`src/core/dhs_pkg.sv`:
```
// Purpose: constants and types for the drive homing sequencer
// Assumes: 25 MHz clock, synchronous active-low reset
// Notes:   parameter words arrive over a plain write port (index + data + strobe)
// How it works
// - homing start enters internal position control, accelerates
// - referenced status cleared on homing start
// - cyclic commands ignored while homing active
// - marker pulse triggers deceleration to standstill
// - complete only after stop and command load
// - referenced status set on successful completion
// - command reset returns to cyclic command following
// - interrupted homing leaves status unreferenced
// - class-one error aborts homing with error
// - reference point from offset and distance
// - decode direction, switch, feedback option bits
// - fixed option bits checked, reserved ignored
// - one reference offset for both feedbacks
// - homing runs only in position control mode
// - last written of options/method governs
// - negative method codes run to endstop
// - positive method codes: switches, impulse, none
`default_nettype none
package dhs_pkg;
  // ==========================================
  // parameter indices on the write port
  localparam logic [2:0] IDX_CMD     = 3'h0;
  localparam logic [2:0] IDX_OPTIONS = 3'h1;
  localparam logic [2:0] IDX_METHOD  = 3'h2;
  localparam logic [2:0] IDX_VEL     = 3'h3;
  localparam logic [2:0] IDX_ACC     = 3'h4;
  localparam logic [2:0] IDX_REF_DST = 3'h5;
  localparam logic [2:0] IDX_REF_OFS = 3'h6;
  // ==========================================
  // option and command bit positions
  localparam int OPT_DIR   = 0;
  localparam int OPT_SW    = 2;
  localparam int OPT_EXTFB = 3;
  localparam int OPT_SWEVL = 5;
  localparam int OPT_MARK  = 6;
  localparam int OPT_FINAL = 7;
  localparam int OPT_DIST  = 8;
  localparam int CMD_SET   = 0;
  localparam int CMD_EN    = 1;
  // ==========================================
  // method codes
  localparam logic signed [15:0] M_ES_POS    = -16'sd18;
  localparam logic signed [15:0] M_ES_NEG    = -16'sd17;
  localparam logic signed [15:0] M_ESZ_POS   = -16'sd2;
  localparam logic signed [15:0] M_ESZ_NEG   = -16'sd1;
  localparam logic signed [15:0] M_LSZ_NEG   = 16'sd1;
  localparam logic signed [15:0] M_LSZ_POS   = 16'sd2;
  localparam logic signed [15:0] M_RSZ_POS   = 16'sd7;
  localparam logic signed [15:0] M_RSZ_NEG   = 16'sd11;
  localparam logic signed [15:0] M_LS_NEG    = 16'sd17;
  localparam logic signed [15:0] M_LS_POS    = 16'sd18;
  localparam logic signed [15:0] M_RS_POS    = 16'sd23;
  localparam logic signed [15:0] M_RS_NEG    = 16'sd27;
  localparam logic signed [15:0] M_Z_NEG     = 16'sd33;
  localparam logic signed [15:0] M_Z_POS     = 16'sd34;
  localparam logic signed [15:0] M_NONE      = 16'sd35;
  // ==========================================
  // reset values
  localparam logic [15:0] OPTIONS_RST = 16'h0144;
  localparam logic [15:0] METHOD_RST  = 16'h0022;
  localparam logic [31:0] ZERO32      = 32'h0000_0000;
  // ==========================================
  // types
  typedef enum logic [1:0] {DHS_IDLE, DHS_RUN, DHS_DONE, DHS_FAIL} dhs_cmd_state_e;
  typedef enum logic [1:0] {DHS_TGT_ENDSTOP, DHS_TGT_LIMIT, DHS_TGT_REFSW,
                            DHS_TGT_IMPULSE} dhs_target_e;
  typedef enum {DHS_S_IDLE, DHS_S_ACCEL, DHS_S_SEEK, DHS_S_DECEL, DHS_S_LOAD,
                DHS_S_DONE, DHS_S_FAIL} dhs_seq_e;
endpackage : dhs_pkg
`default_nettype wire

```
`src/core/dhs_method_decode.sv`:
```
// Purpose: decode options word or method code into a homing plan
// Assumes: selector says which of the two was written last
// Notes:   unknown method codes flag invalid rather than guess
`default_nettype none
module dhs_method_decode
  import dhs_pkg::*;
(
  // inputs
  input  wire logic        [15:0] options,
  input  wire logic signed [15:0] method,
  input  wire logic               use_method,
  // plan
  output logic                    dir_neg,
  output logic                    ext_fb,
  output dhs_target_e             target,
  output logic                    ref_on_impulse,
  output logic                    no_motion,
  output logic                    valid
);
  // ==========================================
  // options word path
  wire opt_ok = ~options[OPT_SWEVL] & options[OPT_MARK]
              & ~options[OPT_FINAL] & options[OPT_DIST];
  wire opt_dir = options[OPT_DIR];
  wire opt_sw  = options[OPT_SW];
  // ==========================================
  // method code path
  logic        m_dir;
  dhs_target_e m_tgt;
  logic        m_imp;
  logic        m_none;
  logic        m_ok;
  always_comb
  begin
    m_dir  = 1'b0;
    m_tgt  = DHS_TGT_IMPULSE;
    m_imp  = 1'b1;
    m_none = 1'b0;
    m_ok   = 1'b1;
    case (method)
      M_ES_POS:  begin m_tgt = DHS_TGT_ENDSTOP; m_imp = 1'b0; end
      M_ES_NEG:  begin m_tgt = DHS_TGT_ENDSTOP; m_imp = 1'b0; m_dir = 1'b1; end
      M_ESZ_POS: m_tgt = DHS_TGT_ENDSTOP;
      M_ESZ_NEG: begin m_tgt = DHS_TGT_ENDSTOP; m_dir = 1'b1; end
      M_LSZ_NEG: begin m_tgt = DHS_TGT_LIMIT; m_dir = 1'b1; end
      M_LSZ_POS: m_tgt = DHS_TGT_LIMIT;
      M_RSZ_POS: m_tgt = DHS_TGT_REFSW;
      M_RSZ_NEG: begin m_tgt = DHS_TGT_REFSW; m_dir = 1'b1; end
      M_LS_NEG:  begin m_tgt = DHS_TGT_LIMIT; m_imp = 1'b0; m_dir = 1'b1; end
      M_LS_POS:  begin m_tgt = DHS_TGT_LIMIT; m_imp = 1'b0; end
      M_RS_POS:  begin m_tgt = DHS_TGT_REFSW; m_imp = 1'b0; end
      M_RS_NEG:  begin m_tgt = DHS_TGT_REFSW; m_imp = 1'b0; m_dir = 1'b1; end
      M_Z_NEG:   m_dir = 1'b1;
      M_Z_POS:   m_dir = 1'b0;
      M_NONE:    begin m_none = 1'b1; m_imp = 1'b0; end
      default:   m_ok = 1'b0;
    endcase
  end
  // ==========================================
  // select by last write; feedback bit always from options
  assign dir_neg        = use_method ? m_dir  : opt_dir;
  assign target         = use_method ? m_tgt  : (opt_sw ? DHS_TGT_REFSW : DHS_TGT_IMPULSE);
  assign ref_on_impulse = use_method ? m_imp  : 1'b1;
  assign no_motion      = use_method ? m_none : 1'b0;
  assign valid          = use_method ? m_ok   : opt_ok;
  assign ext_fb         = options[OPT_EXTFB];
endmodule : dhs_method_decode
`default_nettype wire

```
`src/core/dhs_sequencer.sv`:
```
// Purpose: drive-side homing procedure sequencer
// Assumes: motion profile reports speed reached and standstill
// Notes:   sensor pins synchronised here; events are single-cycle after sync
`default_nettype none
module dhs_sequencer
  import dhs_pkg::*;
(
  // clock and reset
  input  wire logic               clk,
  input  wire logic               rst_n,
  // parameter write port
  input  wire logic               par_we,
  input  wire logic [2:0]         par_idx,
  input  wire logic [31:0]        par_wdata,
  // parameter read back
  output logic [15:0]             homing_command,
  output logic [15:0]             homing_options,
  output logic signed [15:0]      homing_method_code,
  // cyclic command from master
  input  wire logic signed [31:0] cyc_pos_cmd,
  input  wire logic               pos_mode,
  // drive sensors and status
  input  wire logic               marker_pin,
  input  wire logic               home_sw_pin,
  input  wire logic               limit_pin,
  input  wire logic               endstop_pin,
  input  wire logic               class_one_diagnostic_error,
  input  wire logic               at_velocity,
  input  wire logic               standstill,
  input  wire logic signed [31:0] actual_pos,
  // motion profile request
  output logic                    int_pos_ctrl,
  output logic                    move_en,
  output logic                    move_neg,
  output logic                    decel,
  output logic [31:0]             prof_vel,
  output logic [31:0]             prof_acc,
  output logic                    ext_fb_sel,
  // results
  output logic signed [31:0]      pos_cmd,
  output logic                    pos_referenced,
  output dhs_cmd_state_e          cmd_state
);
  // ==========================================
  // parameter store
  logic [31:0]        home_vel;
  logic [31:0]        home_acc;
  logic signed [31:0] ref_dist;
  logic signed [31:0] ref_ofs;
  logic               use_method;
  wire we_cmd = par_we & (par_idx == IDX_CMD);
  wire we_opt = par_we & (par_idx == IDX_OPTIONS);
  wire we_met = par_we & (par_idx == IDX_METHOD);
  always_ff @(posedge clk)
  begin
    if (!rst_n)
    begin
      homing_command     <= 16'h0000;
      homing_options     <= OPTIONS_RST;
      homing_method_code <= METHOD_RST;
      home_vel           <= ZERO32;
      home_acc           <= ZERO32;
      ref_dist           <= ZERO32;
      ref_ofs            <= ZERO32;
      use_method         <= 1'b0;
    end
    else
    begin
      if (we_cmd) homing_command <= par_wdata[15:0];
      if (we_opt) homing_options <= par_wdata[15:0];
      if (we_met) homing_method_code <= par_wdata[15:0];
      if (we_met) use_method <= 1'b1;
      else if (we_opt) use_method <= 1'b0;
      if (par_we && par_idx == IDX_VEL) home_vel <= par_wdata;
      if (par_we && par_idx == IDX_ACC) home_acc <= par_wdata;
      if (par_we && par_idx == IDX_REF_DST) ref_dist <= par_wdata;
      if (par_we && par_idx == IDX_REF_OFS) ref_ofs <= par_wdata;
    end
  end
  // ==========================================
  // plan decode
  logic        dir_neg;
  logic        ext_fb;
  dhs_target_e target;
  logic        ref_imp;
  logic        no_motion;
  logic        plan_ok;
  dhs_method_decode u_decode (
    .options        (homing_options),
    .method         (homing_method_code),
    .use_method     (use_method),
    .dir_neg        (dir_neg),
    .ext_fb         (ext_fb),
    .target         (target),
    .ref_on_impulse (ref_imp),
    .no_motion      (no_motion),
    .valid          (plan_ok)
  );
  // ==========================================
  // pin synchronisers, three flops each, the third for edge detect
  localparam int NPIN = 4;
  wire  [NPIN-1:0] pin_raw = {endstop_pin, limit_pin, home_sw_pin, marker_pin};
  wire  [NPIN-1:0] pin_s2;
  wire  [NPIN-1:0] pin_s3;
  genvar g;
  generate
    for (g = 0; g < NPIN; g++)
    begin : g_sync
      // flops are local so each bit has one process; s1 feeds only s2
      logic s1;
      logic s2;
      logic s3;
      always_ff @(posedge clk)
      begin
        if (!rst_n)
        begin
          s1 <= 1'b0;
          s2 <= 1'b0;
          s3 <= 1'b0;
        end
        else
        begin
          s1 <= pin_raw[g];
          s2 <= s1;
          s3 <= s2;
        end
      end
      assign pin_s2[g] = s2;
      assign pin_s3[g] = s3;
    end
  endgenerate
  wire  [NPIN-1:0] pin_rise = pin_s2 & ~pin_s3;
  // either edge of the home switch counts as reaching it
  wire  sw_fall = pin_s3[1] & ~pin_s2[1];
  // ==========================================
  // command handshake
  wire cmd_on  = homing_command[CMD_SET] & homing_command[CMD_EN];
  // target reached, then optional zero impulse as marker
  wire tgt_hit = (target == DHS_TGT_ENDSTOP) ? pin_rise[3] :
                 (target == DHS_TGT_LIMIT)   ? pin_rise[2] :
                 (target == DHS_TGT_REFSW)   ? (pin_rise[1] | sw_fall) :
                 pin_rise[0];
  logic tgt_seen;
  wire  marker_ev = (target == DHS_TGT_IMPULSE) ? pin_rise[0] :
                    ref_imp ? (tgt_seen & pin_rise[0]) : tgt_hit;
  // ==========================================
  // sequencer
  dhs_seq_e st;
  dhs_seq_e next_st;
  logic signed [31:0] mark_pos;
  wire abort = ~cmd_on | class_one_diagnostic_error | ~pos_mode;
  always_comb
  begin
    next_st = st;
    case (st)
      DHS_S_IDLE:
        if (cmd_on && pos_mode && plan_ok)
          next_st = no_motion ? DHS_S_LOAD : DHS_S_ACCEL;
        else if (cmd_on)
          next_st = DHS_S_FAIL;
      DHS_S_ACCEL:
        if (abort) next_st = class_one_diagnostic_error ? DHS_S_FAIL : DHS_S_IDLE;
        else if (marker_ev) next_st = DHS_S_DECEL;
        else if (at_velocity) next_st = DHS_S_SEEK;
      DHS_S_SEEK:
        if (abort) next_st = class_one_diagnostic_error ? DHS_S_FAIL : DHS_S_IDLE;
        else if (marker_ev) next_st = DHS_S_DECEL;
      DHS_S_DECEL:
        if (abort) next_st = class_one_diagnostic_error ? DHS_S_FAIL : DHS_S_IDLE;
        else if (standstill) next_st = DHS_S_LOAD;
      DHS_S_LOAD:
        if (abort) next_st = class_one_diagnostic_error ? DHS_S_FAIL : DHS_S_IDLE;
        else next_st = DHS_S_DONE;
      DHS_S_DONE:
        if (!cmd_on) next_st = DHS_S_IDLE;
      DHS_S_FAIL:
        if (!cmd_on) next_st = DHS_S_IDLE;
      default: next_st = DHS_S_IDLE;
    endcase
  end
  wire moving   = (st == DHS_S_ACCEL) | (st == DHS_S_SEEK) | (st == DHS_S_DECEL);
  wire starting = (st == DHS_S_IDLE) & (next_st == DHS_S_ACCEL | next_st == DHS_S_LOAD);
  // reference point: marker position plus offset maps to reference distance
  wire signed [31:0] ref_point_pos = mark_pos + ref_ofs;
  always_ff @(posedge clk)
  begin
    if (!rst_n)
    begin
      st             <= DHS_S_IDLE;
      tgt_seen       <= 1'b0;
      mark_pos       <= ZERO32;
      pos_cmd        <= ZERO32;
      pos_referenced <= 1'b0;
    end
    else
    begin
      st <= next_st;
      if (starting) tgt_seen <= 1'b0;
      else if (moving && tgt_hit) tgt_seen <= 1'b1;
      if (starting && no_motion) mark_pos <= actual_pos - ref_ofs;
      else if (moving && marker_ev && st != DHS_S_DECEL) mark_pos <= actual_pos;
      if (starting) pos_referenced <= 1'b0;
      else if (next_st == DHS_S_DONE && st == DHS_S_LOAD)
        pos_referenced <= 1'b1;
      if (st == DHS_S_LOAD)
        pos_cmd <= ref_dist + (actual_pos - ref_point_pos);
      else if (st == DHS_S_IDLE && !starting)
        pos_cmd <= cyc_pos_cmd;
    end
  end
  // ==========================================
  // outputs to motion profile
  assign int_pos_ctrl = moving | (st == DHS_S_LOAD) | (st == DHS_S_DONE);
  assign move_en      = (st == DHS_S_ACCEL) | (st == DHS_S_SEEK);
  assign decel        = (st == DHS_S_DECEL);
  assign move_neg     = dir_neg;
  assign prof_vel     = home_vel;
  assign prof_acc     = home_acc;
  assign ext_fb_sel   = ext_fb;
  assign cmd_state    = (st == DHS_S_DONE) ? DHS_DONE :
                        (st == DHS_S_FAIL) ? DHS_FAIL :
                        (st == DHS_S_IDLE) ? DHS_IDLE : DHS_RUN;
endmodule : dhs_sequencer
`default_nettype wire

```
`config.mk`:
```
export PLATFORM = sky130hd
export DESIGN_NAME = dhs_sequencer
export DESIGN_NICKNAME = d
export VERILOG_FILES = /design/src/core/dhs_pkg.sv /design/src/core/dhs_method_decode.sv /design/src/core/dhs_sequencer.sv
export SDC_FILE = /design/constraint.sdc
export NUM_CORES = 1
export LEC_CHECK = 0
export ABC_AREA = 1
export BUFFER_PORTS_ARGS = -buffer_cell sky130_fd_sc_hd__clkbuf_2
export CELL_PAD_IN_SITES_DETAIL_PLACEMENT = 0
export CELL_PAD_IN_SITES_GLOBAL_PLACEMENT = 1
export CORE_MARGIN = 10
export CORE_UTILIZATION = 44
export DETAILED_ROUTE_END_ITERATION = 8
export PLACE_DENSITY_LB_ADDON = 0.1
export SYNTH_ARGS = -nofsm -noshare
export SYNTH_HDL_FRONTEND = slang
export SYNTH_SLANG_ARGS = --single-unit
```
`constraint.sdc`:
```
create_clock -name clk -period 6.1 [get_ports clk]
set_input_delay 0.61 -clock clk [delete_from_list [all_inputs] [get_ports clk]]
set_output_delay 0.61 -clock clk [all_outputs]
set_load 0.03 [all_outputs]
```
==> impl_metrics.py <==
metrics = {
    "die": {
        "floorplan.initialDensity": 0.446,
        "dieArea_sq_mm": 0.0429,
        "boundaryPins": 262,
        "die_width_microns": 207,
        "core_area_sq_mm": 0.0345,
        "chipHeight_microns": 207,
        "floorplan.rows": 68,
    },
    "final_layout": {
        "final_core_utilization": 0.528,
        "layout.cells.most_common": "nor2_1",
        "fillCellCount": 3510,
        "antennaDiodeCount": 0,
        "final_layout_size_suffix_gt1_frac": 0.155,
        "design.final.nets": 2559,
        "layout_common_cells": "nor2_1, nand2_1, dfxtp_1",
        "area_growth_syn_to_layout_pct": 18.3,
    },
    "drt": {
        "vias": 14403,
        "initialDrtViolationCount": 966,
        "wirelength_mm": 51.8,
        "detail_route.drc_violations": 0,
        "via_per_inst": 5.14,
        "detailedRoute.firstPassIterationCount": 7,
        "detail_route.wl_per_cell_microns": 18.5,
        "route.antenna.remaining_nets": 0,
    },
    "placed_design": {
        "place.gp.congestion": 0.917,
        "io_buffers": 261,
        "detailed_place_hpwl_mm": 38.6,
    },
    "clock_tree": {
        "tritoncts": "built",
        "clock-sinks": 287,
        "total_of_cells_resized_after_clock_tree_synthesis": 0,
        "clockRootBuffer": "clkbuf_16",
        "post_cts_hold_buffer_count": 0,
        "post_cts.repair.setup_buffers": 0,
        "cts_made_buffers": 34,
        "clock_insertion_delay_worst_skew_ns": 0.52,
        "cts-htree-levels": 2,
        "cts.reportedPaths.clkPinSlew_ns": 0.06,
        "cts_max_path_buffers": 3,
    },
    "timing": {
        "finalWorstPathRequiredPeriod_ns": 4.74,
        "fin_skew_ns": 0.0234,
        "setup-tns-final_ns": 0,
        "final_hold_violation_count": 0,
        "number_of_pins_exceeding_their_max_slew_limit_in_the_final_report": 0,
        "tightestPinTransition_ns": 1.12,
        "grt_setup_unrepaired": "false",
        "setup-violations-final": 0,
        "fmax_ghz": 0.211,
        "worst_slew_margin_relative_to_its_limit": 0.255,
        "post_route_fraction_of_the_period_consumed_by_the_critical_path": 0.776,
    },
    "worst_setup_path": {
        "setup.worst_path.class": "flop to flop",
        "timing.critical_path.fanout_max": 4,
        "kind_of_capture_point_of_the_worst_setup_path": "flop",
        "critical_path.startpoint_type": "flop",
        "worst_r2r_startpoint": "ref_ofs[0]",
        "r2r_cells": 25,
        "critical_path_arrival_ns": 5.14,
        "crit-reg2reg-capture": "pos_cmd[26]",
        "r2r_setup_slack_ns": 1.36,
        "worst-endpoint-required_ns": 6.50,
    },
    "global_routing": {
        "wire_length_of_the_first_global_routing_pass_mm": 80.1,
        "first_global_vias": 13835,
        "track_usage": 0.231,
        "pin_count_of_the_biggest_net_entering_global_routing": 89,
        "antenna_found_initial": 4,
        "final_global_route_overflow_total": 0,
    },
    "logic_synthesis": {
        "synthDominantCellAreaShare": 0.373,
        "synth_seq_area_share": 0.373,
        "leading_area_contributor_after_synthesis": "dfxtp_1",
        "count_of_distinct_cell_types_in_the_synthesized_netlist": 46,
        "post_synth.cell_area_avg_sq_um": 7.44,
        "synth.top_cells.by_area": "dfxtp_1, o21ai_0, fa_1",
        "yosys_warnings": 0,
        "synth.ff_latch_count": 287,
        "synthesis.instances": 2072,
        "post_synth_instance_area_sq_mm": 0.0154,
    },
    "power_and_ir_drop": {
        "cellPowerDensity_mw_per_mm2": 269,
        "vdd.ir_drop.worst_uv": 192,
        "static-leakage-power_nw": 8.24,
    },
    "min_path": {
        "holdCritStartpoint": "home_sw_pin",
        "hold_path.class": "input pin to flop",
        "worst_hold_path.num_cells": 3,
        "worst_hold_path.endpoint": "g_sync[1].s1",
    },
    "run": {
        "max_cap_violations": 0,
    },
    "run_status": {
        "run_status": "finished, final reports clean",
    },
}
-- worst max-delay path, stage by stage, from the launching register on --
cell and delay, ns:
dfxtp_1 0.33, inv_1 0.07, fa_1 0.50, inv_1 0.05, fa_1 0.43, inv_1 0.06, ha_1 0.17, inv_1 0.07
fa_1 0.46, o21ai_0 0.32, nand2_1 0.08, nand2_1 0.07, a21o_1 0.14, nand3_1 0.08, nand2_1 0.09, a21boi_0 0.13
o21ai_0 0.51, nand2_1 0.10, nand2_1 0.12, nand2_1 0.08, o21ai_0 0.29, nand3_1 0.11, nand2_1 0.10, a21oi_1 0.06
o21ai_0 0.12, a21oi_1 0.08
-- final cells by class --
class                   instances  area (sq um)  area share
inverters                     224           841      0.0461
clock inverters                12           131     0.00721
clock buffers                  46           986      0.0541
well taps                     455           569      0.0312
repair buffers                271          1380      0.0759
multi-input cells            1505          8570       0.470
flip-flops and latches        287          5750       0.315
-- sequential cells by signal, indices dropped and copies added, names as in the netlist, 32 cells and up --
name / count
ref_ofs: 32
prof_vel: 32
pos_cmd: 32
prof_acc: 32
st: 32
mark_pos: 32
ref_dist: 32
-- synthesized netlist by cell type, drive strengths merged --
cell     number
clkinv        2
o21a          9
a21o          6
o2111ai       1
a221oi        2
a31o          1
nand3        52
nand2       325
a21boi        8
xnor2        20
buf          16
nor3         15
o211ai        7
o211a         5
nor4          5
dfxtp       287
o21ai       298
conb          1
a211oi        1
ha           63
a311oi        2
clkbuf       68
nor3b         1
fa           63
a21oi       197
nand4        17
nor2        328
o21bai        5
o31ai         2
inv         222
nand3b        2
or2           3
a31oi         5
xor2         33
-- layer usage --
metal,up-vias,GRT usage,wire length [microns]
li1,7235,-,-
met1,6694,0.304,23500
met2,409,0.376,23600
met3,59,0.0489,3420
met4,6,0.0615,1220
met5,-,0,38
-- cells by family (layout without fill, tap and decap cells) --
kind of cell | count (synthesis) | in the layout | share of synthesized area
buf+inv | 308 | 553 | 0.0784
xor+xnor | 53 | 53 | 0.0301
compound gates | 549 | 549 | 0.188
simple gates | 748 | 748 | 0.197
fa+ha+maj | 126 | 126 | 0.133
other cells | 1 | 29 | 0.000243
flops | 287 | 287 | 0.373
-- metrics by stage --
| step | cell area, sq um | setup slack, ns | cells | hold WS [ns] | total power (W) |
|---|---|---|---|---|---|
| final | 18200 | 1.36 | 2800 | 0.275 | 0.00491 |
| after global routing | 18200 | 0.890 | 2800 | 0.266 | 0.00514 |
| after CTS | 18200 | 1.38 | 2800 | 0.259 | 0.00495 |
| after detailed placement | 17100 | 1.02 | 2742 | 0.399 | 0.00289 |
| after global placement | 17100 | 1.17 | 2742 | 0.397 | 0.00289 |
| after floorplan | 15500 | 1.75 | 2100 | 0.390 | 0.00260 |
-- worst max-delay path by stage --
stage                       start           to  slack, ns  cells past startpoint
CTS                    ref_ofs[0]  pos_cmd[26]       1.38                     25
finish                 ref_ofs[0]  pos_cmd[26]       1.36                     25
global placement    actual_pos[0]  pos_cmd[22]       1.17                     24
detailed placement  actual_pos[0]  pos_cmd[26]       1.02                     25
global route           ref_ofs[0]  pos_cmd[26]       0.89                     25
floorplan           actual_pos[0]  pos_cmd[22]       1.75                     23
-- where the power goes --
part           internal [W]  switching (W)
Combinational      0.000314       0.000588
Sequential          0.00193      0.0000301
Clock               0.00122       0.000826
Power figures use the tool's default switching activity.
